<file path="config.mk">
export PLATFORM = sky130hd
export DESIGN_NAME = rtctd_time_day
export DESIGN_NICKNAME = d
export VERILOG_FILES = /design/src/design/rtctd_pkg.sv /design/src/design/rtctd_time_day.sv
export SDC_FILE = /design/constraint.sdc
export NUM_CORES = 1
export LEC_CHECK = 0
export BUFFER_PORTS_ARGS = -buffer_cell sky130_fd_sc_hd__buf_2
export CORE_MARGIN = 2
export CORE_UTILIZATION = 35
export CTS_BUF_LIST = sky130_fd_sc_hd__clkbuf_2 sky130_fd_sc_hd__clkbuf_4 sky130_fd_sc_hd__clkbuf_8
export CTS_CLUSTER_DIAMETER = 150
export CTS_CLUSTER_SIZE = 10
export DETAILED_ROUTE_END_ITERATION = 8
export GPL_ROUTABILITY_DRIVEN = 0
export SLEW_MARGIN = 20
export SYNTH_ARGS = -nofsm -noshare
export SYNTH_HDL_FRONTEND = slang
export SYNTH_SLANG_ARGS = --single-unit
export TNS_END_PERCENT = 1
</file>
<file path="constraint.sdc">
create_clock -name clk -period 5.5 [get_ports clk]
set_input_delay 0 -clock clk [delete_from_list [all_inputs] [get_ports clk]]
set_output_delay 0 -clock clk [all_outputs]
set_load 0.01 [all_outputs]
</file>
<file path="src/design/rtctd_pkg.sv">
// rtctd_pkg: offsets, field layout, reset values and timing for the rtc time/day registers
// assumes a single 25 MHz clock and a plain strobe register port
package rtctd_pkg;

	// ------------------------------------------------------------
	// register offsets
	// ------------------------------------------------------------
	localparam logic [7:0] CLOCK_SECONDS_OFF      = 8'h00;
	localparam logic [7:0] CLOCK_MINUTES_OFF      = 8'h01;
	localparam logic [7:0] CLOCK_HOURS_OFF        = 8'h02;
	localparam logic [7:0] CLOCK_DAY_OF_MONTH_OFF = 8'h03;

	// ------------------------------------------------------------
	// reset values
	// ------------------------------------------------------------
	localparam logic [3:0] DATE_UNITS_RST = 4'h1;
	localparam logic [7:0] ZERO8          = 8'h00;

	// ------------------------------------------------------------
	// timing: one second tick at the clock rate
	// ------------------------------------------------------------
	localparam int unsigned CLK_HZ         = 25000000;
	localparam int unsigned TICK_PERIOD_S  = 1;
	localparam int unsigned TICK_CYCLES    = CLK_HZ * TICK_PERIOD_S;

	// packed time-of-day digits
	typedef struct packed {
		logic [2:0] secTens;   // 0..5
		logic [3:0] secUnits;  // 0..9
		logic [2:0] minTens;   // 0..5
		logic [3:0] minUnits;  // 0..9
		logic       pm;        // afternoon flag
		logic [1:0] hourTens;  // 0..2
		logic [3:0] hourUnits; // 0..9
		logic [1:0] dateTens;  // 0..3
		logic [3:0] dateUnits; // 0..9
	} rtctd_time_t;

endpackage

</file>
<file path="src/design/rtctd_time_day.sv">
// rtctd_time_day: seconds, minutes, hours and day-of-month registers with bcd advance
// assumes rst_n is the power-on reset only; general resets are not wired here
//
// Chosen here: the address-and-strobe port.
`timescale 1ns/1ns

module rtctd_time_day #(
	parameter int unsigned TICK_COUNT = rtctd_pkg::TICK_CYCLES // cycles per second
) (
	// clock and power-on reset
	input  wire logic       clk,
	input  wire logic       rst_n,
	// register port
	input  wire logic [7:0] regAddr,
	input  wire logic [7:0] regWrData,
	input  wire logic       regWrite,
	input  wire logic       regRead,
	output logic      [7:0] regRdData,
	// rtc control
	input  wire logic       twelveHourMode, // from rtc control, same clock
	output logic            secondTick      // one-cycle pulse each second
);

	// ------------------------------------------------------------
	// state
	// ------------------------------------------------------------
	rtctd_pkg::rtctd_time_t tod;            // current time and date
	rtctd_pkg::rtctd_time_t next_tod;
	logic [31:0]            divCount;       // one-second divider
	logic [31:0]            next_divCount;
	logic                   next_secondTick;
	logic [7:0]             next_regRdData;
	logic                   tick;           // one-cycle strobe: the divider has run a full second
	// a general reset never reaches this block: only rst_n, the power-on reset, clears the time

	// register images: reserved bits forced low
	// the pm bit reads low outside 12-hour mode even when a stored flag is set
	logic [7:0] secImg;
	logic [7:0] minImg;
	logic [7:0] hourImg;
	logic [7:0] dateImg;
	assign secImg  = {1'b0, tod.secTens, tod.secUnits};
	assign minImg  = {1'b0, tod.minTens, tod.minUnits};
	assign hourImg = {tod.pm & twelveHourMode, 1'b0, tod.hourTens, tod.hourUnits};
	assign dateImg = {2'b00, tod.dateTens, tod.dateUnits};

	// ------------------------------------------------------------
	// next-state: one-second divider
	// ------------------------------------------------------------
	// the divider free-runs from reset; software writes do not restart it, so a freshly
	// written time may see its first advance anywhere up to one second later
	always_comb begin
		next_divCount = divCount + 32'h1;
		tick          = 1'b0;
		if (divCount >= TICK_COUNT - 1) begin
			// end of the second: wrap and strobe the advance
			next_divCount = 32'h0;
			tick          = 1'b1;
		end
		// the registered copy leaves the block as secondTick, in the first cycle that shows the advanced time
		next_secondTick = tick;
	end

	// ------------------------------------------------------------
	// next-state: time advance and software writes
	// ------------------------------------------------------------
	// a write in the tick cycle wins for the written field; other fields still advance
	always_comb begin
		logic dayCarry; // the hours have passed midnight
		dayCarry = 1'b0;
		next_tod = tod;
		if (tick) begin
			if (tod.secUnits != 4'h9) begin
				next_tod.secUnits = tod.secUnits + 4'h1;
			end else begin
				next_tod.secUnits = 4'h0;
				if (tod.secTens != 3'h5) begin
					next_tod.secTens = tod.secTens + 3'h1;
				end else begin
					next_tod.secTens = 3'h0;
					if (tod.minUnits != 4'h9) begin
						next_tod.minUnits = tod.minUnits + 4'h1;
					end else begin
						next_tod.minUnits = 4'h0;
						if (tod.minTens != 3'h5) begin
							next_tod.minTens = tod.minTens + 3'h1;
						end else begin
							next_tod.minTens = 3'h0;
							// hour rollover: 23->00 in 24h, 11->12 flips pm, 12->01 in 12h
							// 12-hour mode counts 12, 01 .. 11; the pm flag flips on the step into 12
							// switching modes does not convert the hours; software rewrites them
							if (twelveHourMode) begin
								if (tod.hourTens == 2'h1 && tod.hourUnits == 4'h2) begin
									next_tod.hourTens  = 2'h0;
									next_tod.hourUnits = 4'h1;
								end else if (tod.hourTens == 2'h1 && tod.hourUnits == 4'h1) begin
									next_tod.hourUnits = 4'h2;
									next_tod.pm        = ~tod.pm;
									// 11 pm into 12 am is midnight: the day moves on
									dayCarry           = tod.pm;
								end else if (tod.hourUnits == 4'h9) begin
									next_tod.hourTens  = tod.hourTens + 2'h1;
									next_tod.hourUnits = 4'h0;
								end else begin
									next_tod.hourUnits = tod.hourUnits + 4'h1;
								end
							end else if (tod.hourTens == 2'h2 && tod.hourUnits == 4'h3) begin
								// 24-hour midnight
								next_tod.hourTens  = 2'h0;
								next_tod.hourUnits = 4'h0;
								dayCarry           = 1'b1;
							end else if (tod.hourUnits == 4'h9) begin
								next_tod.hourTens  = tod.hourTens + 2'h1;
								next_tod.hourUnits = 4'h0;
							end else begin
								next_tod.hourUnits = tod.hourUnits + 4'h1;
							end
							// day carry: month length is not known here, wrap after 31
							if (dayCarry) begin
								if (tod.dateTens == 2'h3 && tod.dateUnits == 4'h1) begin
									// past the 31st: back to the 1st
									next_tod.dateTens  = 2'h0;
									next_tod.dateUnits = rtctd_pkg::DATE_UNITS_RST;
								end else if (tod.dateUnits == 4'h9) begin
									// units wrap, tens carry
									next_tod.dateTens  = tod.dateTens + 2'h1;
									next_tod.dateUnits = 4'h0;
								end else begin
									next_tod.dateUnits = tod.dateUnits + 4'h1;
								end
							end
						end
					end
				end
			end
		end
		// software writes; reserved bits are dropped
		// digits are kept as written with no range check; a bad digit counts on from there
		if (regWrite) begin
			unique case (regAddr)
				rtctd_pkg::CLOCK_SECONDS_OFF: begin
					next_tod.secTens  = regWrData[6:4];
					next_tod.secUnits = regWrData[3:0];
				end
				rtctd_pkg::CLOCK_MINUTES_OFF: begin
					next_tod.minTens  = regWrData[6:4];
					next_tod.minUnits = regWrData[3:0];
				end
				rtctd_pkg::CLOCK_HOURS_OFF: begin
					// the pm flag is only kept in 12-hour mode
					next_tod.pm        = regWrData[7] & twelveHourMode;
					next_tod.hourTens  = regWrData[5:4];
					next_tod.hourUnits = regWrData[3:0];
				end
				rtctd_pkg::CLOCK_DAY_OF_MONTH_OFF: begin
					next_tod.dateTens  = regWrData[5:4];
					next_tod.dateUnits = regWrData[3:0];
				end
				default: begin
				end
			endcase
		end
	end

	// ------------------------------------------------------------
	// next-state: read data
	// ------------------------------------------------------------
	// unmapped offsets read zero, and the byte falls back to zero after one cycle
	// so that a stale value is never mistaken for a fresh answer
	always_comb begin
		next_regRdData = rtctd_pkg::ZERO8;
		if (regRead) begin
			unique case (regAddr)
				rtctd_pkg::CLOCK_SECONDS_OFF:      next_regRdData = secImg;
				rtctd_pkg::CLOCK_MINUTES_OFF:      next_regRdData = minImg;
				rtctd_pkg::CLOCK_HOURS_OFF:        next_regRdData = hourImg;
				rtctd_pkg::CLOCK_DAY_OF_MONTH_OFF: next_regRdData = dateImg;
				default:                           next_regRdData = rtctd_pkg::ZERO8;
			endcase
		end
	end

	// ------------------------------------------------------------
	// registers: loaded with reset values by power-on reset only
	// ------------------------------------------------------------
	// divider and tick strobe
	always_ff @(posedge clk or negedge rst_n) begin
		if (!rst_n) begin
			// the second restarts with the time, so the first advance is a full second out
			divCount   <= 32'h0;
			secondTick <= 1'b0;
		end else begin
			divCount   <= next_divCount;
			secondTick <= next_secondTick;
		end
	end

	// time and date digits
	always_ff @(posedge clk or negedge rst_n) begin
		if (!rst_n) begin
			// the day units digit is the only non-zero field after reset
			tod           <= '0;
			tod.dateUnits <= rtctd_pkg::DATE_UNITS_RST;
		end else begin
			tod <= next_tod;
		end
	end

	// read data register
	always_ff @(posedge clk or negedge rst_n) begin
		if (!rst_n) begin
			regRdData <= rtctd_pkg::ZERO8;
		end else begin
			regRdData <= next_regRdData;
		end
	end

endmodule

</file>
==> results of run 1 <==
worst paths after layout:
check	from	to	slack, ns	cells after the start
hold / removal	regAddr[1]	regRdData[6]	0.05	2
hold reg to reg	divCount[0]	divCount[0]	0.51	1
setup / recovery	divCount[0]	dateImg[2]	2.57	8
setup reg to reg	divCount[0]	dateImg[2]	2.57	8
max in group asynchronous	rst_n	tod[12]	4.57	3
min in group asynchronous	rst_n	divCount[19]	0.39	3
power breakdown:
part	switching [mW]	total, mW	internal (mW)	leakage (nW)
clock	0.196	0.417	0.221	0.0983
combinational	0.0791	0.185	0.106	0.811
sequential	0.0822	0.630	0.548	0.858
total	0.358	1.23	0.874	1.77
sequential cells by signal, indices dropped and copies added, names as in the netlist:
name / cells
regRdData: 8
secondTick: 1
divCount: 32
hourImg: 6
secImg: 7
minImg: 7
tod: 1
dateImg: 6
layout by cell type, fill, tap and decap left out, types with 3 or more instances in the layout:
cell,instances
dfrtp_1,67
nor2_1,52
buf_2,29
nand2_1,23
nand3_1,18
nor2b_1,17
o21ai_0,16
xnor2_1,15
nand4_1,14
xor2_1,14
a31oi_1,13
dlygate4sd3_1,11
a21oi_1,10
inv_1,10
clkbuf_8,10
or3_1,8
ha_1,7
conb_1,7
mux4_2,6
and3_1,6
mux2i_1,6
and3b_1,4
nor3_1,4
a41oi_1,4
buf_4,3
area by class of cell:
type                       count  area share, %
clock buffer                  10           3.23
clock inverter                 6           1.50
inverter                      10          0.880
multi-input combinational    283           44.0
sequential                    68           39.9
tap                          136           3.99
timing repair buffer          43           6.51
cell usage after synthesis, drive strengths merged (7+ instances only):
cell    instances  area, um2
o21ai          16       80.1
or3             8       50.1
buf             7       38.8
xor2           14        123
and3            7       45.1
ha              7       87.6
a31oi          13       81.3
nor2b          17        106
nor2           52        195
xnor2          15        131
clkbuf          9       33.8
nand3          20        110
nand2          24       92.6
nand4          14       87.6
inv            10       37.5
a21oi          10       50.1
dfrtp          67       1680
routing by layer:
metal  part of all wire [%]  GRT usage (%)  routed length, um  up-vias
li1                       -              -                  -     1401
met1                     49           21.9               3940     1375
met2                     46           23.1               3700       46
met3                    3.4           3.31                273       14
met4                    1.9           6.95                155        0
met5                      0              0                  0        -
worst register-to-register path, delay by kind of cell (launching register included):
kind                       cells  cell delay [ns]
DFF                            1             0.40
adders and majority gates      1             0.22
buffers and inverters          1             0.44
and+or+nand+nor                3             0.95
AOI/OAI and AO/OA              3             0.85
kinds of logic after synthesis:
group / Yosys count / synth area share [%]
AO/OA/AOI/OAI: 57 / 10.4
XOR/XNOR: 29 / 6.93
adder cells (fa/ha/maj): 7 / 2.39
buffers and inverters: 26 / 3.00
flip-flops: 68 / 46.5
multiplexers: 14 / 5.94
other: 1 / 0.102
AND/OR/NAND/NOR: 169 / 24.8
what timing repair did:
| action | 4_1_cts | 5_1_grt |
|---|---|---|
| setup buffers | 0 | 0 |
| hold buffers | 11 | 0 |
| endpoints found under the hold margin | 95 | 0 |
through the flow:
stage          cell area [um2]  worst slack [ns]  utilization (%)  cells  hold slack [ns]
2_1_floorplan             3690              3.26                -    377           -0.296
3_3_place_gp              3950              2.71             38.6    529            0.239
3_5_place_dp              3950              2.60             38.6    529            0.246
4_1_cts                   4270              2.58             41.7    556           0.0316
5_1_grt                   4270              2.35             41.7    556           0.0507
6_report                  4270              2.57             41.7    556           0.0489
==> flow_summary_export.csv, run 1 <==
group,metric,value,unit
final_layout,fillers,961,
worst_setup_path,cp_slowest_stage_delay,0.52,ns
worst_setup_path,cp_cell_sequence,"ha_1 > nand3_2 > o211a_1 > o311ai_4 > buf_4 > nand3_2 > or4_1 > a31oi_1",
placement,hpwl,5520,um
run,max_cap_viol_count,0,
worst_setup_path,worst-path-max-fanout,38,
worst_setup_path,crit_top_cell,"nand3_2",
clock_tree,clk_latency,0.36,ns
timing,setup_viol,0,
power,leakagePower,1.77,nW
detailed_routing,vias,2836,
detailed_routing,ant_nets,0,
timing,finalSetupTns,0,ns
worst_setup_path,required,5.78,ns
detailed_routing,drc,0,
yosys,synthCells,371,
final_layout,diodes,0,
timing,min_period_over_period,53.2,%
clock_tree,cts_tree,"built",
yosys,ys_ff_latch,68,
clock_tree,cts.clk_slew.worst_paths,0.08,ns
floorplanning,design.core.area,10200,um2
clock_tree,cts_resized,0,
placement,port_buffers,29,
clock_tree,h-tree-depth,3,
detailed_routing,wl_per_cell,14.5,um
yosys,yosys_warnings,0,
yosys,ys.flop_type,"dfrtp_1",
yosys,async_flop_share,100,%
floorplanning,die_h,106,um
floorplanning,num_rows,37,
timing,slew_violations,0,
detailed_routing,dr.pass1.iters,4,
clock_tree,cts.path.max_buffers,2,
detailed_routing,avgViaCountPerCell,5.10,
clock_tree,cts_inserted_buffers,9,
yosys,netlist_area,3670,um2
detailed_routing,routed_wirelength,8070,um
yosys,yosys.cell_types.count,53,
floorplanning,start_util,35.8,%
floorplanning,io_pins,30,
worst_setup_path,crit_buf_inv,1,
min_path,hold_class,"in2reg",
floorplanning,die_x,106,um
grt,antenna_found_initial,0,
timing,maxSlewHeadroom,43.8,%
final_layout,drive_above_1_share,15.2,%
power,ir_worst_vdd,0.000121,V
grt,overflow,0,
run_status,status,"complete, no violations",
power,p_total,1.23,mW
clock_tree,cts_num_sinks,68,
clock_tree,root_buffer,"clkbuf_8",
grt,grt_pass1_wl,13800,um
timing,tightest_slew,0.843,ns
yosys,syn_avg_cell_area,9.88,um2
timing,post-route-min-period,2.93,ns
grt,grt_pass1_vias,2804,
yosys,yosysSeqAreaShare,46.5,%
timing,hold_viol_final,0,
worst_setup_path,endpoint_kind,"flip-flop",
timing,max_freq,342,MHz
floorplanning,dieArea,11300,um2
grt,grt_start_max_net_pins,69,
final_layout,multi_input_area,1880,um2
final_layout,nNetsFinal,443,
worst_setup_path,crit_family,"simple AND/OR/NAND/NOR gates",
grt,grt_use_total,15.6,%
timing,rsz0062_at_grt,"no",
power,power-per-cell-area,289,nW/um2
final_layout,ff_latch_area,1700,um2
final_layout,syn_to_final_growth,16.3,%
worst_setup_path,crit_type,"reg2reg",
yosys,synth_edf_count,0,
worst_setup_path,cp.arrival,3.21,ns
detailed_routing,dr.first_iter.drc_count,175,
worst_setup_path,slowest_stage,"or4_1",
timing,finalClockSkew,0.00924,ns
worst_setup_path,crit_path_start_kind,"flip-flop",
Power figures use the tool's default switching activity.
==> run 2: changes to the inputs <==
==> constraint.sdc (replaced) <==
create_clock -name clk -period 2.8 [get_ports clk]
set_input_delay 0 -clock clk [delete_from_list [all_inputs] [get_ports clk]]
set_output_delay 0 -clock clk [all_outputs]
set_load 0.01 [all_outputs]
==> run 2 against run 1 <==
  * Combinational power is 100% higher
  * Sequential power increased by 97%
  * Via count is 1.1% higher
  * Clock skew up 0.0085 ns
  * Critical path depth did not move
  * Worst setup slack got worse by 2.3 ns
  * Sequential share of layout area shrank 0.47 points
  * Final area up 1.2%
  * Clock-buffer cell count shrank 1
  * Power grew 100%
==> flow_summary_export.csv, run 2 (same netlist as run 1, synthesis figures left out) <==
group,metric,value,unit
timing,maxSlewHeadroom,56.5,%
final_layout,final_common_cell,"dfrtp_1",
worst_setup_path,endpoint_kind,"flip-flop",
power,leakagePower,1.80,nW
timing,hold_viol_final,0,
worst_setup_path,worst-path-max-fanout,11,
clock_tree,cts_inserted_buffers,9,
detailed_routing,dr.first_iter.drc_count,172,
min_path,hold_class,"in2reg",
grt,grt_start_max_net_pins,30,
detailed_routing,routed_wirelength,8190,um
timing,max_freq,403,MHz
detailed_routing,drc,0,
timing,setup_viol,0,
timing,min_period_over_period,88.7,%
final_layout,fillers,976,
floorplanning,start_util,35.8,%
clock_tree,cts.path.max_buffers,2,
clock_tree,cts_hold_buf,11,
worst_setup_path,timing.rr.start,"divCount[0]",
final_layout,diodes,0,
final_layout,reg.largest.list,"divCount: 32 flops, regRdData: 8 flops",
worst_setup_path,cp.arrival,2.76,ns
clock_tree,cts_resized,0,
grt,grt_use_total,15.9,%
final_layout,design_area,4320,um2
worst_setup_path,startpoint,"divCount[0]",
clock_tree,cts_tree,"built",
clock_tree,cts_num_sinks,68,
placement,pre_cts_ws,0.324,ns
run_status,status,"complete, no violations",
detailed_routing,wl_per_cell,14.6,um
timing,post-route-min-period,2.48,ns
floorplanning,io_pins,30,
grt,antenna_found_initial,0,
grt,overflow,0,
placement,place_area,3980,um2
timing,finalClockSkew,0.0178,ns
floorplanning,dieArea,11300,um2
final_layout,syn_to_final_growth,17.7,%
clock_tree,h-tree-depth,3,
timing,tightest_slew,0.652,ns
worst_setup_path,crit_path_start_kind,"flip-flop",
floorplanning,die_h,106,um
grt,grt_pass1_wl,14100,um
floorplanning,design.core.area,10200,um2
final_layout,ff_latch_area,1700,um2
final_layout,largest_reg_flops,32,
clock_tree,clk_latency,0.36,ns
floorplanning,die_x,106,um
clock_tree,root_buffer,"clkbuf_8",
grt,grt_pass1_vias,2850,
final_layout,drive_above_1_share,16.0,%
final_layout,mostFrequentLayoutCells,"dfrtp_1 (67), nor2_1 (52), buf_2 (29)",
timing,rsz0062_at_grt,"no",
timing,slew_violations,0,
detailed_routing,vias,2866,
worst_setup_path,required,3.08,ns
clock_tree,postCtsSetupBuffers,0,
final_layout,top_register,"divCount",
detailed_routing,dr.pass1.iters,4,
timing,finalSetupTns,0,ns
min_path,worstHoldStart,"regAddr[1]",
final_layout,nNetsFinal,447,
final_layout,multi_input_area,1880,um2
worst_setup_path,crit_type,"reg2reg",
placement,hpwl,5750,um
detailed_routing,ant_nets,0,
clock_tree,cts.clk_slew.worst_paths,0.08,ns
power,ir_worst_vdd,0.000190,V
power,power-per-cell-area,583,nW/um2
floorplanning,num_rows,37,
timing,post-route-worst-setup-slack,0.318,ns
placement,port_buffers,29,
detailed_routing,avgViaCountPerCell,5.12,
run,max_cap_viol_count,0,
-- run 2: where the power goes --
group          internal [mW]  leakage (nW)  total (mW)  switching [mW]
clock network          0.505         0.110       0.910           0.405
logic                  0.210         0.828       0.372           0.163
registers               1.08         0.858        1.24           0.159
total                   1.79          1.80        2.52           0.726
-- run 2: layout make-up --
class / count / area share (%)
Multi-Input combinational cell: 283 / 43.4
Sequential cell: 68 / 39.4
Timing Repair Buffer: 47 / 7.13
Tap cell: 136 / 3.94
Clock buffer: 9 / 2.87
Clock inverter: 7 / 2.29
Inverter: 10 / 0.870
-- run 2: worst max-delay path, cell delays in order (launching register included) --
cell and delay, ns:
dfrtp_1 0.39, ha_1 0.21, nand3_2 0.09, o211a_1 0.26, o311ai_4 0.45, buf_4 0.26
nand4_1 0.16, or3b_1 0.42, a31oi_1 0.16
-- run 2: metal layers --
| metal | global-route usage (%) | up-vias | share of wire [%] |
|---|---|---|---|
| li1 | - | 1410 | - |
| met1 | 21.9 | 1398 | 48 |
| met2 | 24.1 | 43 | 46 |
| met3 | 2.58 | 15 | 3.3 |
| met4 | 7.99 | 0 | 2.7 |
| met5 | 0 | - | 0 |
-- run 2: path summary, 6_finish.rpt --
path                                end  slack [ns]  cells past startpoint
setup / recovery              secImg[6]        0.32                      8
hold / removal             regRdData[6]        0.04                      2
setup reg to reg              secImg[6]        0.32                      8
hold reg to reg             divCount[0]        0.49                      1
max in group asynchronous    dateImg[0]        1.79                      3
min in group asynchronous    hourImg[0]        0.21                      2
-- run 2: stage by stage --
stage	util (%)	cells	hold WS [ns]	power [mW]
final	42.2	560	0.0400	2.52
after global routing	42.2	560	0.0689	2.66
after CTS	42.2	560	0.0316	2.54
after detailed placement	38.9	533	0.0750	1.61
after global placement	38.9	533	0.0576	1.60
after floorplan	-	377	-0.296	1.50
==> run 3: changes to the inputs <==
--- a/config.mk
+++ b/config.mk
@@ -7,12 +7,13 @@
 export LEC_CHECK = 0
 export BUFFER_PORTS_ARGS = -buffer_cell sky130_fd_sc_hd__buf_2
 export CORE_MARGIN = 2
-export CORE_UTILIZATION = 35
+export CORE_UTILIZATION = 50
 export CTS_BUF_LIST = sky130_fd_sc_hd__clkbuf_2 sky130_fd_sc_hd__clkbuf_4 sky130_fd_sc_hd__clkbuf_8
 export CTS_CLUSTER_DIAMETER = 150
 export CTS_CLUSTER_SIZE = 10
 export DETAILED_ROUTE_END_ITERATION = 8
 export GPL_ROUTABILITY_DRIVEN = 0
+export PLACE_DENSITY = 0.69
 export SLEW_MARGIN = 20
 export SYNTH_ARGS = -nofsm -noshare
 export SYNTH_HDL_FRONTEND = slang
==> run 3 against run 2 <==
  * Register-to-register slack better by 0.05 ns
  * Wire length is 3.4% lower
  * Critical path depth unchanged
  * Cell count fell by 6.8%
  * Global-route usage up 5.2 points
  * Worst hold slack worse by 0.015 ns
  * Clock power fell by 20%
  * Fmax grew 1.9%
  * Critical path type unchanged
  * Combinational power is 2% higher
  * Power fell by 7.1%
  * Clock skew shrank 0.0086 ns
==> flow_summary_export.csv, run 3 (same netlist as run 1, synthesis figures left out) <==
group,metric,value,unit
min_path,whs_endpoint,"tod[12]",
final_layout,drive_above_1_share,16.3,%
timing,maxSlewHeadroom,42.7,%
worst_setup_path,required,3.06,ns
detailed_routing,vias,2901,
final_layout,ff_latch_area,1700,um2
floorplanning,die_h,89.6,um
run,max_cap_viol_count,0,
grt,grt_pass1_wl,12900,um
grt,overflow,0,
final_layout,syn_to_final_growth,14.9,%
timing,finalClockSkew,0.00916,ns
final_layout,top_register,"divCount",
worst_setup_path,timing.rr.start,"divCount[0]",
power,leakagePower,1.77,nW
final_layout,mostFrequentLayoutCells,"dfrtp_1 (67), nor2_1 (52), buf_2 (29)",
worst_setup_path,crit_family,"compound AO/OA/AOI/OAI gates",
detailed_routing,avgViaCountPerCell,5.56,
power,ir_worst_vdd,0.000254,V
worst_setup_path,r2r_cells,8,
worst_setup_path,regToRegSetupSlack,0.36,ns
detailed_routing,ant_nets,0,
final_layout,diodes,0,
timing,max_freq,411,MHz
worst_setup_path,cp.arrival,2.70,ns
worst_setup_path,cp_cell_sequence,"ha_1 > nand3_2 > o211a_1 > o311ai_4 > buf_4 > nand4_1 > or3b_1 > a31oi_1",
timing,min_period_over_period,87.0,%
clock_tree,clk_latency,0.35,ns
worst_setup_path,reg2reg_to,"secImg[6]",
placement,hpwl,5620,um
detailed_routing,wl_per_cell,15.2,um
timing,hold_viol_final,0,
worst_setup_path,slowest_stage,"or3b_1",
detailed_routing,dr.first_iter.drc_count,148,
grt,grt_pass1_vias,2558,
floorplanning,io_pins,30,
worst_setup_path,cp_slowest_stage_delay,0.42,ns
power,power-per-cell-area,555,nW/um2
floorplanning,num_rows,31,
worst_setup_path,endpoint_kind,"flip-flop",
detailed_routing,drc,0,
power,p_total,2.34,mW
timing,post-route-min-period,2.44,ns
timing,rsz0062_at_grt,"no",
placement,port_buffers,29,
detailed_routing,routed_wirelength,7910,um
worst_setup_path,crit_buf_inv,1,
min_path,hold_class,"in2reg",
final_layout,fillers,627,
grt,grt_use_total,21.0,%
run_status,status,"complete, no violations",
final_layout,multi_input_area,1880,um2
worst_setup_path,worst-path-max-fanout,9,
clock_tree,cts_num_sinks,68,
timing,slew_violations,0,
timing,finalSetupTns,0,ns
final_layout,final_common_cell,"dfrtp_1",
final_layout,nNetsFinal,446,
clock_tree,h-tree-depth,3,
worst_setup_path,crit_type,"reg2reg",
floorplanning,design.core.area,7180,um2
floorplanning,start_util,51.1,%
clock_tree,cts_tree,"built",
min_path,worstHoldStart,"twelveHourMode",
grt,antenna_found_initial,0,
min_path,hold_depth,3,
worst_setup_path,crit_path_start_kind,"flip-flop",
grt,grt_start_max_net_pins,69,
clock_tree,cts.clk_slew.worst_paths,0.08,ns
clock_tree,root_buffer,"clkbuf_8",
clock_tree,postCtsSetupBuffers,0,
final_layout,largest_reg_flops,32,
clock_tree,cts.path.max_buffers,2,
timing,setup_viol,0,
timing,hold_ws,0.0246,ns
clock_tree,cts_inserted_buffers,9,
floorplanning,die_x,89.6,um
detailed_routing,dr.pass1.iters,4,
floorplanning,dieArea,8030,um2
timing,tightest_slew,0.859,ns
final_layout,reg.largest.list,"divCount: 32 flops, regRdData: 8 flops",
-- run 3: cell types whose count changed in the layout (fill, tap and decap cells not counted), sizes merged --
cell         delta
buf             +1
bufinv          -2
clkbuf          +1
clkinvlp        +1
dlygate4sd3     -2
-- run 3: power breakdown --
| group | internal, mW | switching [mW] | leakage (nW) | total [mW] |
|---|---|---|---|---|
| Combinational | 0.210 | 0.171 | 0.822 | 0.380 |
| Clock | 0.343 | 0.385 | 0.0885 | 0.729 |
| Sequential | 1.08 | 0.154 | 0.858 | 1.23 |
-- run 3: stage by stage --
step | setup WS [ns] | std cells | instance area [um2] | util [%]
global placement | 0.471 | 497 | 3950 | 55.0
finish | 0.364 | 522 | 4210 | 58.7
global route | 0.216 | 522 | 4210 | 58.7
CTS | 0.364 | 522 | 4210 | 58.7
detailed placement | 0.401 | 497 | 3950 | 55.0
floorplan | 0.559 | 377 | 3690 | -
-- run 3: worst max-delay path by stage --
stage	startpoint	endpoint	slack, ns	cells after the start
after floorplan	divCount[0]	dateImg[2]	0.56	7
after global placement	divCount[0]	secImg[6]	0.47	8
after detailed placement	divCount[0]	secImg[6]	0.40	8
after CTS	divCount[0]	secImg[6]	0.36	8
after global routing	divCount[0]	secImg[6]	0.22	8
final	divCount[0]	secImg[6]	0.36	8
-- run 3: final cells by class --
class | instances | share of cell area (%)
Timing Repair Buffer | 46 | 7.01
Clock buffer | 10 | 3.27
Clock inverter | 6 | 0.921
Inverter | 10 | 0.891
Multi-Input combinational cell | 283 | 44.5
Tap cell | 99 | 2.94
Sequential cell | 68 | 40.4
-- run 3: layer usage --
layer,track usage (%),wire (um),up-vias
met5,0,0,-
met3,3.29,394,5
li1,-,-,1406
met2,30.7,3680,75
met1,32.0,3770,1415
met4,6.92,72,0
-- run 3: worst min-delay path, delay by kind of cell --
family          cells  cell delay, ns
compound gates      2            0.18
buf+inv             1            0.15
-- run 3: repair_timing --
item / CTS / global route
endpoints found under the setup margin: 0 / 0
hold buffers: 9 / 0
gates resized for setup: 0 / 0
endpoints found under the hold margin: 92 / 0
